--- config.mk ---
export PLATFORM = sky130hd
export DESIGN_NAME = adsc_top
export DESIGN_NICKNAME = d
export VERILOG_FILES = /design/src/adsc_pkg.sv /design/src/adsc_irq.sv /design/src/adsc_top.sv
export SDC_FILE = /design/constraint.sdc
export NUM_CORES = 1
export LEC_CHECK = 0
export BUFFER_PORTS_ARGS = -buffer_cell sky130_fd_sc_hd__buf_2
export CORE_MARGIN = 2
export CORE_UTILIZATION = 45
export CTS_BUF_LIST = sky130_fd_sc_hd__clkbuf_16
export CTS_CLUSTER_SIZE = 30
export DETAILED_ROUTE_END_ITERATION = 12
export GPL_TIMING_DRIVEN = 0
export PLACE_DENSITY = 0.71
export RECOVER_POWER = 50
export SLEW_MARGIN = 20
export SYNTH_ARGS = -nofsm -noshare
export SYNTH_HDL_FRONTEND = slang
export SYNTH_SLANG_ARGS = --single-unit
--- constraint.sdc ---
create_clock -name clk_sys_i -period 2.49 [get_ports clk_sys_i]
set_input_delay 0.249 -clock clk_sys_i [delete_from_list [all_inputs] [get_ports clk_sys_i]]
set_output_delay 0.249 -clock clk_sys_i [all_outputs]
set_load 0.05 [all_outputs]
--- src/adsc_pkg.sv ---
// Shared constants and carriers for the actuator discrete status channels.
// Assumes one 20 MHz system clock and an APB master on the register side.
package adsc_pkg;

  localparam int unsigned CLK_HZ = 20_000_000;
  localparam int unsigned ADDR_W = 12;
  localparam int unsigned DATA_W = 32;
  localparam int unsigned POS_W = 8;
  localparam int unsigned CHAN_W = 17;
  localparam int unsigned FIRST_CHANNEL = 8;

  // Byte offsets of the register words.
  localparam logic [11:0] OFS_CTRL = 12'h000;
  localparam logic [11:0] OFS_CHAN = 12'h004;
  localparam logic [11:0] OFS_IRQ_STATUS = 12'h008;
  localparam logic [11:0] OFS_IRQ_MASK = 12'h00C;

  // Field positions inside the control word.
  localparam int unsigned CTRL_LOWER_LSB = 0;
  localparam int unsigned CTRL_UPPER_LSB = 8;
  localparam int unsigned CTRL_HWMODE_BIT = 16;

  // Values after reset.
  localparam logic [7:0] LOWER_TRIG_RST = 8'h00;
  localparam logic [7:0] UPPER_TRIG_RST = 8'h64;
  localparam logic HWMODE_RST = 1'b0;
  localparam logic [16:0] CHAN_RST = 17'h00000;
  localparam logic [16:0] IRQ_MASK_RST = 17'h00000;
  localparam logic [31:0] RDATA_RST = 32'h00000000;

  // One coherent sample of the actuator state, synchronous to the clock.
  typedef struct packed {
    logic [7:0] position;
    logic fully_open;
    logic fully_closed;
    logic drive_open;
    logic drive_close;
    logic onoff_service;
    logic timer_active;
    logic timer_off_period;
    logic step_delay;
    logic interlock_active;
    logic open_alarm_trip;
    logic close_alarm_trip;
    logic emergency_shutdown_active;
    logic open_interlock_run;
    logic close_interlock_run;
    logic [2:0] discrete_status_input;
  } adsc_snap_t;

  // Channels 8 to 24; channel 8 sits in bit 0.
  typedef struct packed {
    logic [2:0] hw_input;
    logic interlock_any;
    logic close_interlock;
    logic open_interlock;
    logic emergency_shutdown_active;
    logic close_unavailable;
    logic open_unavailable;
    logic motion_inhibited;
    logic moving;
    logic closing;
    logic opening;
    logic at_upper;
    logic at_lower;
    logic toward_open_flag;
    logic toward_close_flag;
  } adsc_chan_t;

endpackage

--- src/adsc_irq.sv ---
// Sticky event flags with a mask and one level interrupt.
// Assumes the caller supplies per-bit clear pulses already qualified by a bus write.
module adsc_irq #(
  parameter int unsigned W = 17
) (
  input wire logic clk_sys_i,
  input wire logic nrst_i,
  input wire logic [W-1:0] event_i,
  input wire logic [W-1:0] clear_i,
  input wire logic mask_we_i,
  input wire logic [W-1:0] mask_i,
  output logic [W-1:0] status_o,
  output logic [W-1:0] mask_o,
  output logic irq_o
);

  logic [W-1:0] status_q;
  logic [W-1:0] status_d;
  logic [W-1:0] mask_q;
  logic [W-1:0] mask_d;
  logic irq_q;

  // A new event in the clearing cycle survives the clear.
  always_comb begin
    status_d = (status_q & ~clear_i) | event_i;
    mask_d = mask_we_i ? mask_i : mask_q;
  end

  always_ff @(posedge clk_sys_i or negedge nrst_i) begin
    if (!nrst_i) begin
      status_q <= '0;
    end else begin
      status_q <= status_d;
    end
  end

  always_ff @(posedge clk_sys_i or negedge nrst_i) begin
    if (!nrst_i) begin
      mask_q <= adsc_pkg::IRQ_MASK_RST;
    end else begin
      mask_q <= mask_d;
    end
  end

  // Built from the next values so the line tracks the flags with no extra lag.
  always_ff @(posedge clk_sys_i or negedge nrst_i) begin
    if (!nrst_i) begin
      irq_q <= 1'b0;
    end else begin
      irq_q <= |(status_d & mask_d);
    end
  end

  assign status_o = status_q;
  assign mask_o = mask_q;
  assign irq_o = irq_q;

endmodule

--- src/adsc_top.sv ---
// Discrete status channels 8 to 24 of a valve actuator, with an APB register slave.
// Assumes the actuator snapshot is synchronous to clk_sys_i and coherent per cycle.
//
// Behaviour
// - channel 8 is 0 travelling toward open, 1 toward closed.
// - channel 9 is the inverse of channel 8.
// - channel 10 set when position is at or below the lower trigger.
// - channel 11 set when position is at or above the upper trigger.
// - channel 12 set exactly while travelling in the opening direction.
// - channel 13 set exactly while travelling in the closing direction.
// - channel 14 set while moving in either direction.
// - channel 15 marks timer off period or positioning step delay.
// - channel 16 set when open is blocked by interlock or opening alarm.
// - channel 17 set when close is blocked by interlock or closing alarm.
// - channel 18 set while emergency shutdown is active.
// - channel 19 set while an opening interlock runs.
// - channel 20 set while a closing interlock runs.
// - channel 21 set while either interlock operation runs.
// - channels 22 to 24 show digital inputs only with hardwired mode off.
// - end positions are single bits that flip the channel 8 and 9 sense.
module adsc_top (
  input wire logic clk_sys_i,
  input wire logic nrst_i,
  input wire adsc_pkg::adsc_snap_t snap_i,
  input wire logic psel_i,
  input wire logic penable_i,
  input wire logic pwrite_i,
  input wire logic [11:0] paddr_i,
  input wire logic [31:0] pwdata_i,
  output logic [31:0] prdata_o,
  output logic pready_o,
  output logic pslverr_o,
  output adsc_pkg::adsc_chan_t chan_o,
  output logic irq_o
);

  adsc_pkg::adsc_chan_t chan_q;
  adsc_pkg::adsc_chan_t chan_d;
  logic toggle_q;
  logic [7:0] lower_trig_q;
  logic [7:0] upper_trig_q;
  logic hw_mode_q;
  logic [31:0] prdata_q;
  logic pready_q;
  logic pslverr_q;
  logic run_q;
  logic [16:0] irq_status;
  logic [16:0] irq_mask;
  logic irq_w;
  logic setup_w;
  logic commit_w;
  logic wr_ctrl_w;
  logic wr_status_w;
  logic wr_mask_w;
  logic [16:0] clear_w;
  logic [31:0] rdata_w;
  logic mapped_w;
  logic open_only_w;
  logic close_only_w;
  logic toggle_d;
  logic at_lower_w;
  logic at_upper_w;

  // Compares a position against a trigger; used for both thresholds.
  function automatic logic pos_le(input logic [7:0] a, input logic [7:0] b);
    pos_le = (a <= b);
  endfunction

  // Decodes one register offset against the word-aligned bus address.
  function automatic logic hit(input logic [11:0] addr, input logic [11:0] ofs);
    hit = (addr[11:2] == ofs[11:2]);
  endfunction

  // direction exclusive
  // A snapshot claiming both drives is treated as no motion rather than guessing.
  assign open_only_w = snap_i.drive_open & ~snap_i.drive_close;
  assign close_only_w = snap_i.drive_close & ~snap_i.drive_open;

  // end position sense
  // Reaching fully open flips the sense to closing; fully closed flips it back.
  always_comb begin
    if (snap_i.fully_open) begin
      toggle_d = 1'b1;
    end else if (snap_i.fully_closed) begin
      toggle_d = 1'b0;
    end else begin
      toggle_d = toggle_q;
    end
  end

  always_ff @(posedge clk_sys_i or negedge nrst_i) begin
    if (!nrst_i) begin
      toggle_q <= 1'b0;
    end else begin
      toggle_q <= toggle_d;
    end
  end

  assign at_lower_w = pos_le(snap_i.position, lower_trig_q);
  assign at_upper_w = pos_le(upper_trig_q, snap_i.position);

  always_comb begin
    chan_d.toward_close_flag = toggle_d;
    chan_d.toward_open_flag = ~toggle_d;
    chan_d.at_lower = at_lower_w;
    chan_d.at_upper = at_upper_w;
    chan_d.opening = open_only_w;
    chan_d.closing = close_only_w;
    chan_d.moving = open_only_w | close_only_w;
    if (snap_i.onoff_service) begin
      chan_d.motion_inhibited = snap_i.timer_active & snap_i.timer_off_period;
    end else begin
      chan_d.motion_inhibited = snap_i.step_delay;
    end
    chan_d.open_unavailable = snap_i.interlock_active | snap_i.open_alarm_trip;
    chan_d.close_unavailable = snap_i.interlock_active | snap_i.close_alarm_trip;
    chan_d.emergency_shutdown_active = snap_i.emergency_shutdown_active;
    chan_d.open_interlock = snap_i.open_interlock_run;
    chan_d.close_interlock = snap_i.close_interlock_run;
    chan_d.interlock_any = snap_i.open_interlock_run | snap_i.close_interlock_run;
    chan_d.hw_input = snap_i.discrete_status_input & {3{~hw_mode_q}};
  end

  always_ff @(posedge clk_sys_i or negedge nrst_i) begin
    if (!nrst_i) begin
      chan_q <= adsc_pkg::CHAN_RST;
    end else begin
      chan_q <= chan_d;
    end
  end

  // Marks the cycles after the first edge out of reset, for the checks below.
  always_ff @(posedge clk_sys_i or negedge nrst_i) begin
    if (!nrst_i) begin
      run_q <= 1'b0;
    end else begin
      run_q <= 1'b1;
    end
  end

  // The slave answers with one wait-free access phase: pready is raised at the
  // setup edge, so read data is sampled then and may miss a change one cycle later.
  assign setup_w = psel_i & ~penable_i & ~pready_q;
  assign commit_w = psel_i & penable_i & pready_q;
  assign mapped_w = hit(paddr_i, adsc_pkg::OFS_CTRL) | hit(paddr_i, adsc_pkg::OFS_CHAN) |
                    hit(paddr_i, adsc_pkg::OFS_IRQ_STATUS) | hit(paddr_i, adsc_pkg::OFS_IRQ_MASK);
  assign wr_ctrl_w = commit_w & pwrite_i & ~pslverr_q & hit(paddr_i, adsc_pkg::OFS_CTRL);
  assign wr_status_w = commit_w & pwrite_i & ~pslverr_q &
                       hit(paddr_i, adsc_pkg::OFS_IRQ_STATUS);
  assign wr_mask_w = commit_w & pwrite_i & ~pslverr_q & hit(paddr_i, adsc_pkg::OFS_IRQ_MASK);
  assign clear_w = wr_status_w ? pwdata_i[16:0] : 17'h00000;

  always_comb begin
    rdata_w = adsc_pkg::RDATA_RST;
    if (hit(paddr_i, adsc_pkg::OFS_CTRL)) begin
      rdata_w[adsc_pkg::CTRL_LOWER_LSB +: 8] = lower_trig_q;
      rdata_w[adsc_pkg::CTRL_UPPER_LSB +: 8] = upper_trig_q;
      rdata_w[adsc_pkg::CTRL_HWMODE_BIT] = hw_mode_q;
    end else if (hit(paddr_i, adsc_pkg::OFS_CHAN)) begin
      rdata_w[16:0] = chan_q;
    end else if (hit(paddr_i, adsc_pkg::OFS_IRQ_STATUS)) begin
      rdata_w[16:0] = irq_status;
    end else if (hit(paddr_i, adsc_pkg::OFS_IRQ_MASK)) begin
      rdata_w[16:0] = irq_mask;
    end
  end

  always_ff @(posedge clk_sys_i or negedge nrst_i) begin
    if (!nrst_i) begin
      pready_q <= 1'b0;
      pslverr_q <= 1'b0;
      prdata_q <= adsc_pkg::RDATA_RST;
    end else if (setup_w) begin
      pready_q <= 1'b1;
      pslverr_q <= ~mapped_w;
      prdata_q <= pwrite_i ? adsc_pkg::RDATA_RST : rdata_w;
    end else begin
      pready_q <= 1'b0;
      pslverr_q <= 1'b0;
      prdata_q <= adsc_pkg::RDATA_RST;
    end
  end

  // Trigger writes take effect at the completing edge and steer channels 10 and 11.
  always_ff @(posedge clk_sys_i or negedge nrst_i) begin
    if (!nrst_i) begin
      lower_trig_q <= adsc_pkg::LOWER_TRIG_RST;
      upper_trig_q <= adsc_pkg::UPPER_TRIG_RST;
      hw_mode_q <= adsc_pkg::HWMODE_RST;
    end else if (wr_ctrl_w) begin
      lower_trig_q <= pwdata_i[adsc_pkg::CTRL_LOWER_LSB +: 8];
      upper_trig_q <= pwdata_i[adsc_pkg::CTRL_UPPER_LSB +: 8];
      hw_mode_q <= pwdata_i[adsc_pkg::CTRL_HWMODE_BIT];
    end
  end

  // Any change of a channel, either edge, is an event for software.
  adsc_irq #(
    .W(adsc_pkg::CHAN_W)
  ) u_irq (
    .clk_sys_i(clk_sys_i),
    .nrst_i(nrst_i),
    .event_i(chan_d ^ chan_q),
    .clear_i(clear_w),
    .mask_we_i(wr_mask_w),
    .mask_i(pwdata_i[16:0]),
    .status_o(irq_status),
    .mask_o(irq_mask),
    .irq_o(irq_w)
  );

  assign chan_o = chan_q;
  assign prdata_o = prdata_q;
  assign pready_o = pready_q;
  assign pslverr_o = pslverr_q;
  assign irq_o = irq_w;
endmodule
==> reports/metrics.cfg, run 1 <==
[run_status]
status = complete, but fails checks
violations = setup timing

[clocking]
clkTransAtPathRegs_ps = 70
cts-buffers-inserted = 9
cts_root_buffer = clkbuf_16
cts_sinks = 88
insertion_delay_ps = 330
clk_path_buf_depth = 2
htree_levels = 3
cts_tree = built

[synth]
yosys_most_used_dff = dfrtp_1
synth_adder_area_share_pct = 5.098
netlist_area_mm2 = 0.004418
yosys.area_share.simple_pct = 10.34
synthMuxAreaShare_pct = 17.11
synthDistinctLibCells = 46
ys_top_cells_by_area = dfrtp_1 (48%), mux4_2 (8.7%), mux2_2 (5.4%), ha_1 (5.1%), nor2b_1 (4.4%)
synthCells = 356
synth_compound_area_share_pct = 7.732
synth_top_family_by_area = multiplexers
yosys_warnings = 0
synth_top_area_share_pct = 48.15
post_synth.cell_area_avg_um2 = 12.41
synthXorXnorAreaFrac_pct = 2.577
yosys.area.top_type = dfrtp_1
synthArstFlopShare_pct = 100.0
synth_edf_count = 0
synth-seq-area-share_pct = 49.93
ys_ff_latch = 88

[final_layout]
stdcell_count = 618
post-route-util_pct = 56.63
synthToLayoutAreaGrowth_pct = 23.56
num_antenna_cells = 0
drive_gt1_share_pct = 36.08
fin_nets = 572

[floorplanning]
die-area_mm2 = 0.01063
initial_utilization_pct = 45.83
core_area_mm2 = 0.009639
io_pins = 126
die_y_um = 103.1
row_count = 36
die_w_um = 103.1

[sta]
worstMarginPinSlew_ps = 1018
hold_viol = 0
finalSetupViolCount = 1
min_period_ps = 2580
worst_slack_ps = -89.53
fin_crit_sh_pct = 103.6
max_freq_ghz = 0.3877
max_slew_margin_pct = 32.16
rsz0062_at_grt = true
drv_slew = 0
finClkSkew_ps = 8.503
whs_ps = 50.78

[grt]
grt_pass1_vias = 3006
grt.overflow.total = 0
grt_pass1_wl_um = 15430
grt_max_degree = 48
grt_antenna_before_repair = 0
grt_usage_pct = 19.55

[critical_path]
reg2reg_from = pslverr_o$_DFF_PN0_
crit_required_ps = 2680
cp-end-kind = register
path_class = register to register
worstPathArrival_ps = 2770
crit_path_start_kind = register
critPathMaxFanout = 6
startpoint = pslverr_o$_DFF_PN0_

[route]
first_iter_violations = 113
wirelength_um = 10090
firstDrtPassIters = 4
via_per_inst = 5.044
wl_per_cell_um = 16.32
drc_errors = 0
ant_nets = 0
vias = 3117

[power_and_ir_drop]
ir_worst_vdd_mv = 0.2617
leakage_nw = 2.695
power_density_mw_per_mm2 = 581.6

[worst_hold_path]
hp-class = input pin to register
min-delay-start = snap_i[5]

[place]
port_buffers = 93
dp_cells = 597
gp_congestion = 0.8524
place_ws_ps = -687.6
hpwlAfterDp_um = 7347

[job]
drv_cap = 0

-- worst paths after layout --
path,to,slack [ps],cells after the start
min,chan_o[10]$_DFF_PN0_,50,1
min reg2reg,pready_o$_DFF_PN0_,480,1
max in group asynchronous,pready_o$_DFF_PN0_,570,3
max,u_irq.irq_o$_DFF_PN0_,-90,7
min in group asynchronous,prdata_o[7]$_DFF_PN0_,620,2
max reg2reg,u_irq.irq_o$_DFF_PN0_,-90,7
-- flip-flops by register name (all words and copies together) (netlist names) --
| register | cells |
|---|---|
| lower_trig_q | 8 |
| pready_o | 1 |
| u_irq.mask_o | 17 |
| prdata_o | 17 |
| chan_o | 17 |
| upper_trig_q | 8 |
| u_irq.status_o | 17 |
| hw_mode_q | 1 |
| u_irq.irq_o | 1 |
| pslverr_o | 1 |
-- Yosys cell counts, types with 5 or more instances --
cell type / instances
dfrtp_1: 85
inv_1: 36
nor2b_1: 31
mux2_2: 21
ha_1: 18
mux4_2: 17
buf_4: 16
a21oi_1: 11
nand2_1: 11
xor2_1: 11
a211o_1: 9
mux2i_1: 8
o21ai_0: 8
nand4_1: 6
or2_2: 6
a22oi_1: 5
clkbuf_1: 5
-- critical path: stages, from the launching register on --
cell and delay [ps]:
dfrtp_2 390, nand3b_1 220, or4_4 660, buf_12 190
mux2_4 310, a222oi_1 280, and4_1 290, o2111ai_2 100
-- per-stage QoR --
| step | cell area, um^2 | total power [mW] | setup TNS, ps |
|---|---|---|---|
| detailed placement | 5135 | 1.869 | -2568 |
| CTS | 5487 | 3.202 | -66.01 |
| finish | 5459 | 3.175 | -89.53 |
| global placement | 5105 | 1.857 | -2018 |
| global route | 5459 | 3.289 | -111.3 |
| floorplan | 4473 | 1.735 | -57.54 |
-- area by class of cell --
class	count	area, um^2
fill	861	4180
sequential	88	2208
multi-input combinational	220	1979
timing repair buffer	103	510.5
clock buffer	9	225.2
tap	133	166.4
buffer	22	163.9
inverter	36	135.1
clock inverter	7	70.07
-- timing repair --
item                                    4_1_cts  5_1_grt
pin swaps                                     4        4
hold buffers                                  1        0
buffers inserted                              5        3
endpoints found under the setup margin        1        5
hold endpoints to repair                     39        0
resized for setup                             8        6
-- logic make-up after synthesis --
logic type | after synthesis
DFF | 88
and+or+nand+nor | 75
buffers and inverters | 62
muxes | 50
AOI/OAI and AO/OA | 49
adders and majority gates | 18
xor gates and xnor gates | 13
other | 1
-- placed cells by master, fill, tap and decap left out, types with 2 or more instances in the layout --
cell type and instances:
a211o_1 9, a21oi_1 11, a22oi_1 4, and4_1 2, buf_1 2, buf_2 72, buf_4 23, clkbuf_1 23
clkbuf_16 9, clkbuf_2 2, clkinv_1 2, clkinvlp_4 2, conb_1 15, dfrtp_1 83, dfrtp_2 2, dfstp_2 3
ha_1 18, inv_1 36, mux2_2 21, mux2_4 3, mux2i_1 8, mux4_2 17, nand2_1 10, nand2b_1 3
nand3_1 2, nand3b_1 2, nand4_1 6, nor2_1 4, nor2b_1 31, nor4_2 2, o211ai_1 3, o21a_1 2
o21ai_0 8, or2_2 6, or4_4 4, xnor2_1 2, xor2_1 11
-- report_power, final --
part	internal, mW	switching, mW
Sequential	1.45	0.0160
Clock	0.776	0.563
Combinational	0.139	0.234
-- routing by layer --
layer  GRT usage (%)  routed length, um
met3           3.797                600
met5               0                  0
met4           4.858                106
met2           33.07               5062
met1           26.11               4317
(Power assumes the default switching activity.)
==> run 2, diff against run 1 <==
==> constraint.sdc (replaced) <==
create_clock -name clk_sys_i -period 3.29 [get_ports clk_sys_i]
set_input_delay 0.329 -clock clk_sys_i [delete_from_list [all_inputs] [get_ports clk_sys_i]]
set_output_delay 0.329 -clock clk_sys_i [all_outputs]
set_load 0.05 [all_outputs]
==> run 2 against run 1 <==
Sequential share of layout area up 0.57 points. Largest power group unchanged. Total power shrank 27%. Clock power decreased by 30%. Non-clock buffer count decreased by 4. Clock skew is 0.88 ps lower. Sequential cell count is the same. Utilization fell by 0.84 points. Hold slack better by 74 ps. Sequential power is 24% lower. Via count shrank 2.3%. The flow finishes with violations (capacitance limit, slew limit). Critical path depth is 2 higher.
==> reports/metrics.cfg, run 2 (synthesis gave the netlist of run 1 again) <==
[run_status]
status = complete, but fails checks
violations = capacitance limit, slew limit

[sta]
finClkSkew_ps = 7.619
finalSetupViolCount = 0
max_freq_ghz = 0.3383
min_period_ps = 2956
drv_slew = 40
rsz0062_at_grt = false
max_slew_margin_pct = -50.74
tns_ps = 0
worstMarginPinSlew_ps = 2261
fin_crit_sh_pct = 89.84
hold_viol = 0

[final_layout]
synthToLayoutAreaGrowth_pct = 21.72
stdcell_area_mm2 = 0.005378
final_common_cell = dfrtp_1
final.fill_count = 890
num_antenna_cells = 0
fin_nets = 568
drive_gt1_share_pct = 32.85
mostFrequentLayoutCells = dfrtp_1 (85), buf_2 (71), inv_1 (37), nor2b_1 (31), clkbuf_1 (28)

[place]
dpl_cell_area_mm2 = 0.005132
hpwlAfterDp_um = 7202
gp_congestion = 0.8631
port_buffers = 93

[route]
wirelength_um = 9645
ant_nets = 0
via_per_inst = 4.961
vias = 3046
drc_errors = 0
wl_per_cell_um = 15.71
firstDrtPassIters = 4
first_iter_violations = 135

[clocking]
htree_levels = 3
cts_resized = 0
cts_setup_buffers = 0
cts_sinks = 88
clkTransAtPathRegs_ps = 70
insertion_delay_ps = 340
clk_path_buf_depth = 2
cts_tree = built
cts-buffers-inserted = 9
cts_root_buffer = clkbuf_16

[power_and_ir_drop]
leakage_nw = 2.651
power_density_mw_per_mm2 = 432.6
ir_worst_vdd_mv = 0.2090

[grt]
grt_antenna_before_repair = 1
gr-max-usage-layer = met2
grt_pass1_wl_um = 15350
grt_max_degree = 50
grt_pass1_vias = 3040
grt_usage_pct = 19.50
use_met2_pct = 30.82
grtUsageMet3_pct = 4.271
grt.overflow.total = 0
use_met1_pct = 26.93

[critical_path]
r2r_slack_ps = 490
worstPathArrival_ps = 3160
reg2reg_to = u_irq.irq_o$_DFF_PN0_
cp-end-kind = register
critPathMaxFanout = 10
crit_required_ps = 3490
path_class = input pin to register
reg2reg_depth = 7
reg2reg_from = pslverr_o$_DFF_PN0_
crit_path_start_kind = input pin

[floorplanning]
row_count = 36
die_w_um = 103.1
die-area_mm2 = 0.01063
io_pins = 126
initial_utilization_pct = 45.83
core_area_mm2 = 0.009639
die_y_um = 103.1

[worst_hold_path]
hp-class = input pin to register
hold_end = chan_o[10]$_DFF_PN0_
min-delay-start = snap_i[5]
hold_path_depth = 1

[job]
drv_cap = 1

-- run 2: cell types whose count changed in the layout (fill, tap and decap cells not counted), moves of 2 or more --
cell / delta
nor4_1: +2
buf_6: +2
buf_4: -7
clkbuf_2: -2
dfrtp_1: +2
clkbuf_1: +5
nor4_2: -2
dfrtp_2: -2
-- run 2: area by class of cell --
cell class	count	area [um^2]	area share, %
flip-flops and latches	88	2206	41.02
multi-input cells	220	1949	36.25
repair buffers	95	475.5	8.841
clock buffers	9	225.2	4.188
plain buffers	26	172.7	3.211
well taps	133	166.4	3.094
inverters	36	135.1	2.513
clock inverters	7	47.55	0.8841
-- run 2: layer usage --
metal / part of all wire (%) / vias up / routed length [um]
met3: 5.8 / 15 / 560
met1: 44 / 1474 / 4244
met5: 0.13 / - / 13
met4: 1.8 / 2 / 172
li1: - / 1467 / -
met2: 48 / 88 / 4655
-- run 2: what timing repair did --
item	CTS	global route
endpoints found under the setup margin	0	0
hold buffers	1	0
hold endpoints to repair	25	0
-- run 2: worst max-delay path by stage --
stage,startpoint,to
final,paddr_i[3],u_irq.irq_o$_DFF_PN0_
after global routing,paddr_i[3],u_irq.irq_o$_DFF_PN0_
after CTS,paddr_i[3],u_irq.irq_o$_DFF_PN0_
after detailed placement,paddr_i[3],u_irq.irq_o$_DFF_PN0_
after global placement,paddr_i[3],u_irq.irq_o$_DFF_PN0_
after floorplan,paddr_i[5],u_irq.irq_o$_DFF_PN0_
-- run 2: per-stage QoR --
stage | utilization (%) | power, mW | hold WS, ps | std cells | setup slack (ps)
2_1_floorplan | - | 1.313 | 33.41 | 370 | 662.5
3_3_place_gp | 52.93 | 1.405 | 468.2 | 596 | 54.57
3_5_place_dp | 53.25 | 1.414 | 350.8 | 597 | 15.70
4_1_cts | 56.18 | 2.351 | 111.0 | 614 | 348.9
5_1_grt | 55.79 | 2.422 | 116.6 | 614 | 155.1
6_report | 55.79 | 2.326 | 124.8 | 614 | 334.2
-- run 2: critical path: stages --
cell,delay (ps)
buf_2,90
clkbuf_1,560
nand4b_1,230
or4_1,560
clkbuf_1,340
a211o_1,390
a22oi_1,260
and4_1,280
o2111ai_1,110
-- run 2: power by group --
group	total [mW]	internal [mW]	switching [mW]
combinational	0.284	0.107	0.177
clock	0.935	0.510	0.425
sequential	1.11	1.10	0.0115
total	2.33	1.71	0.614
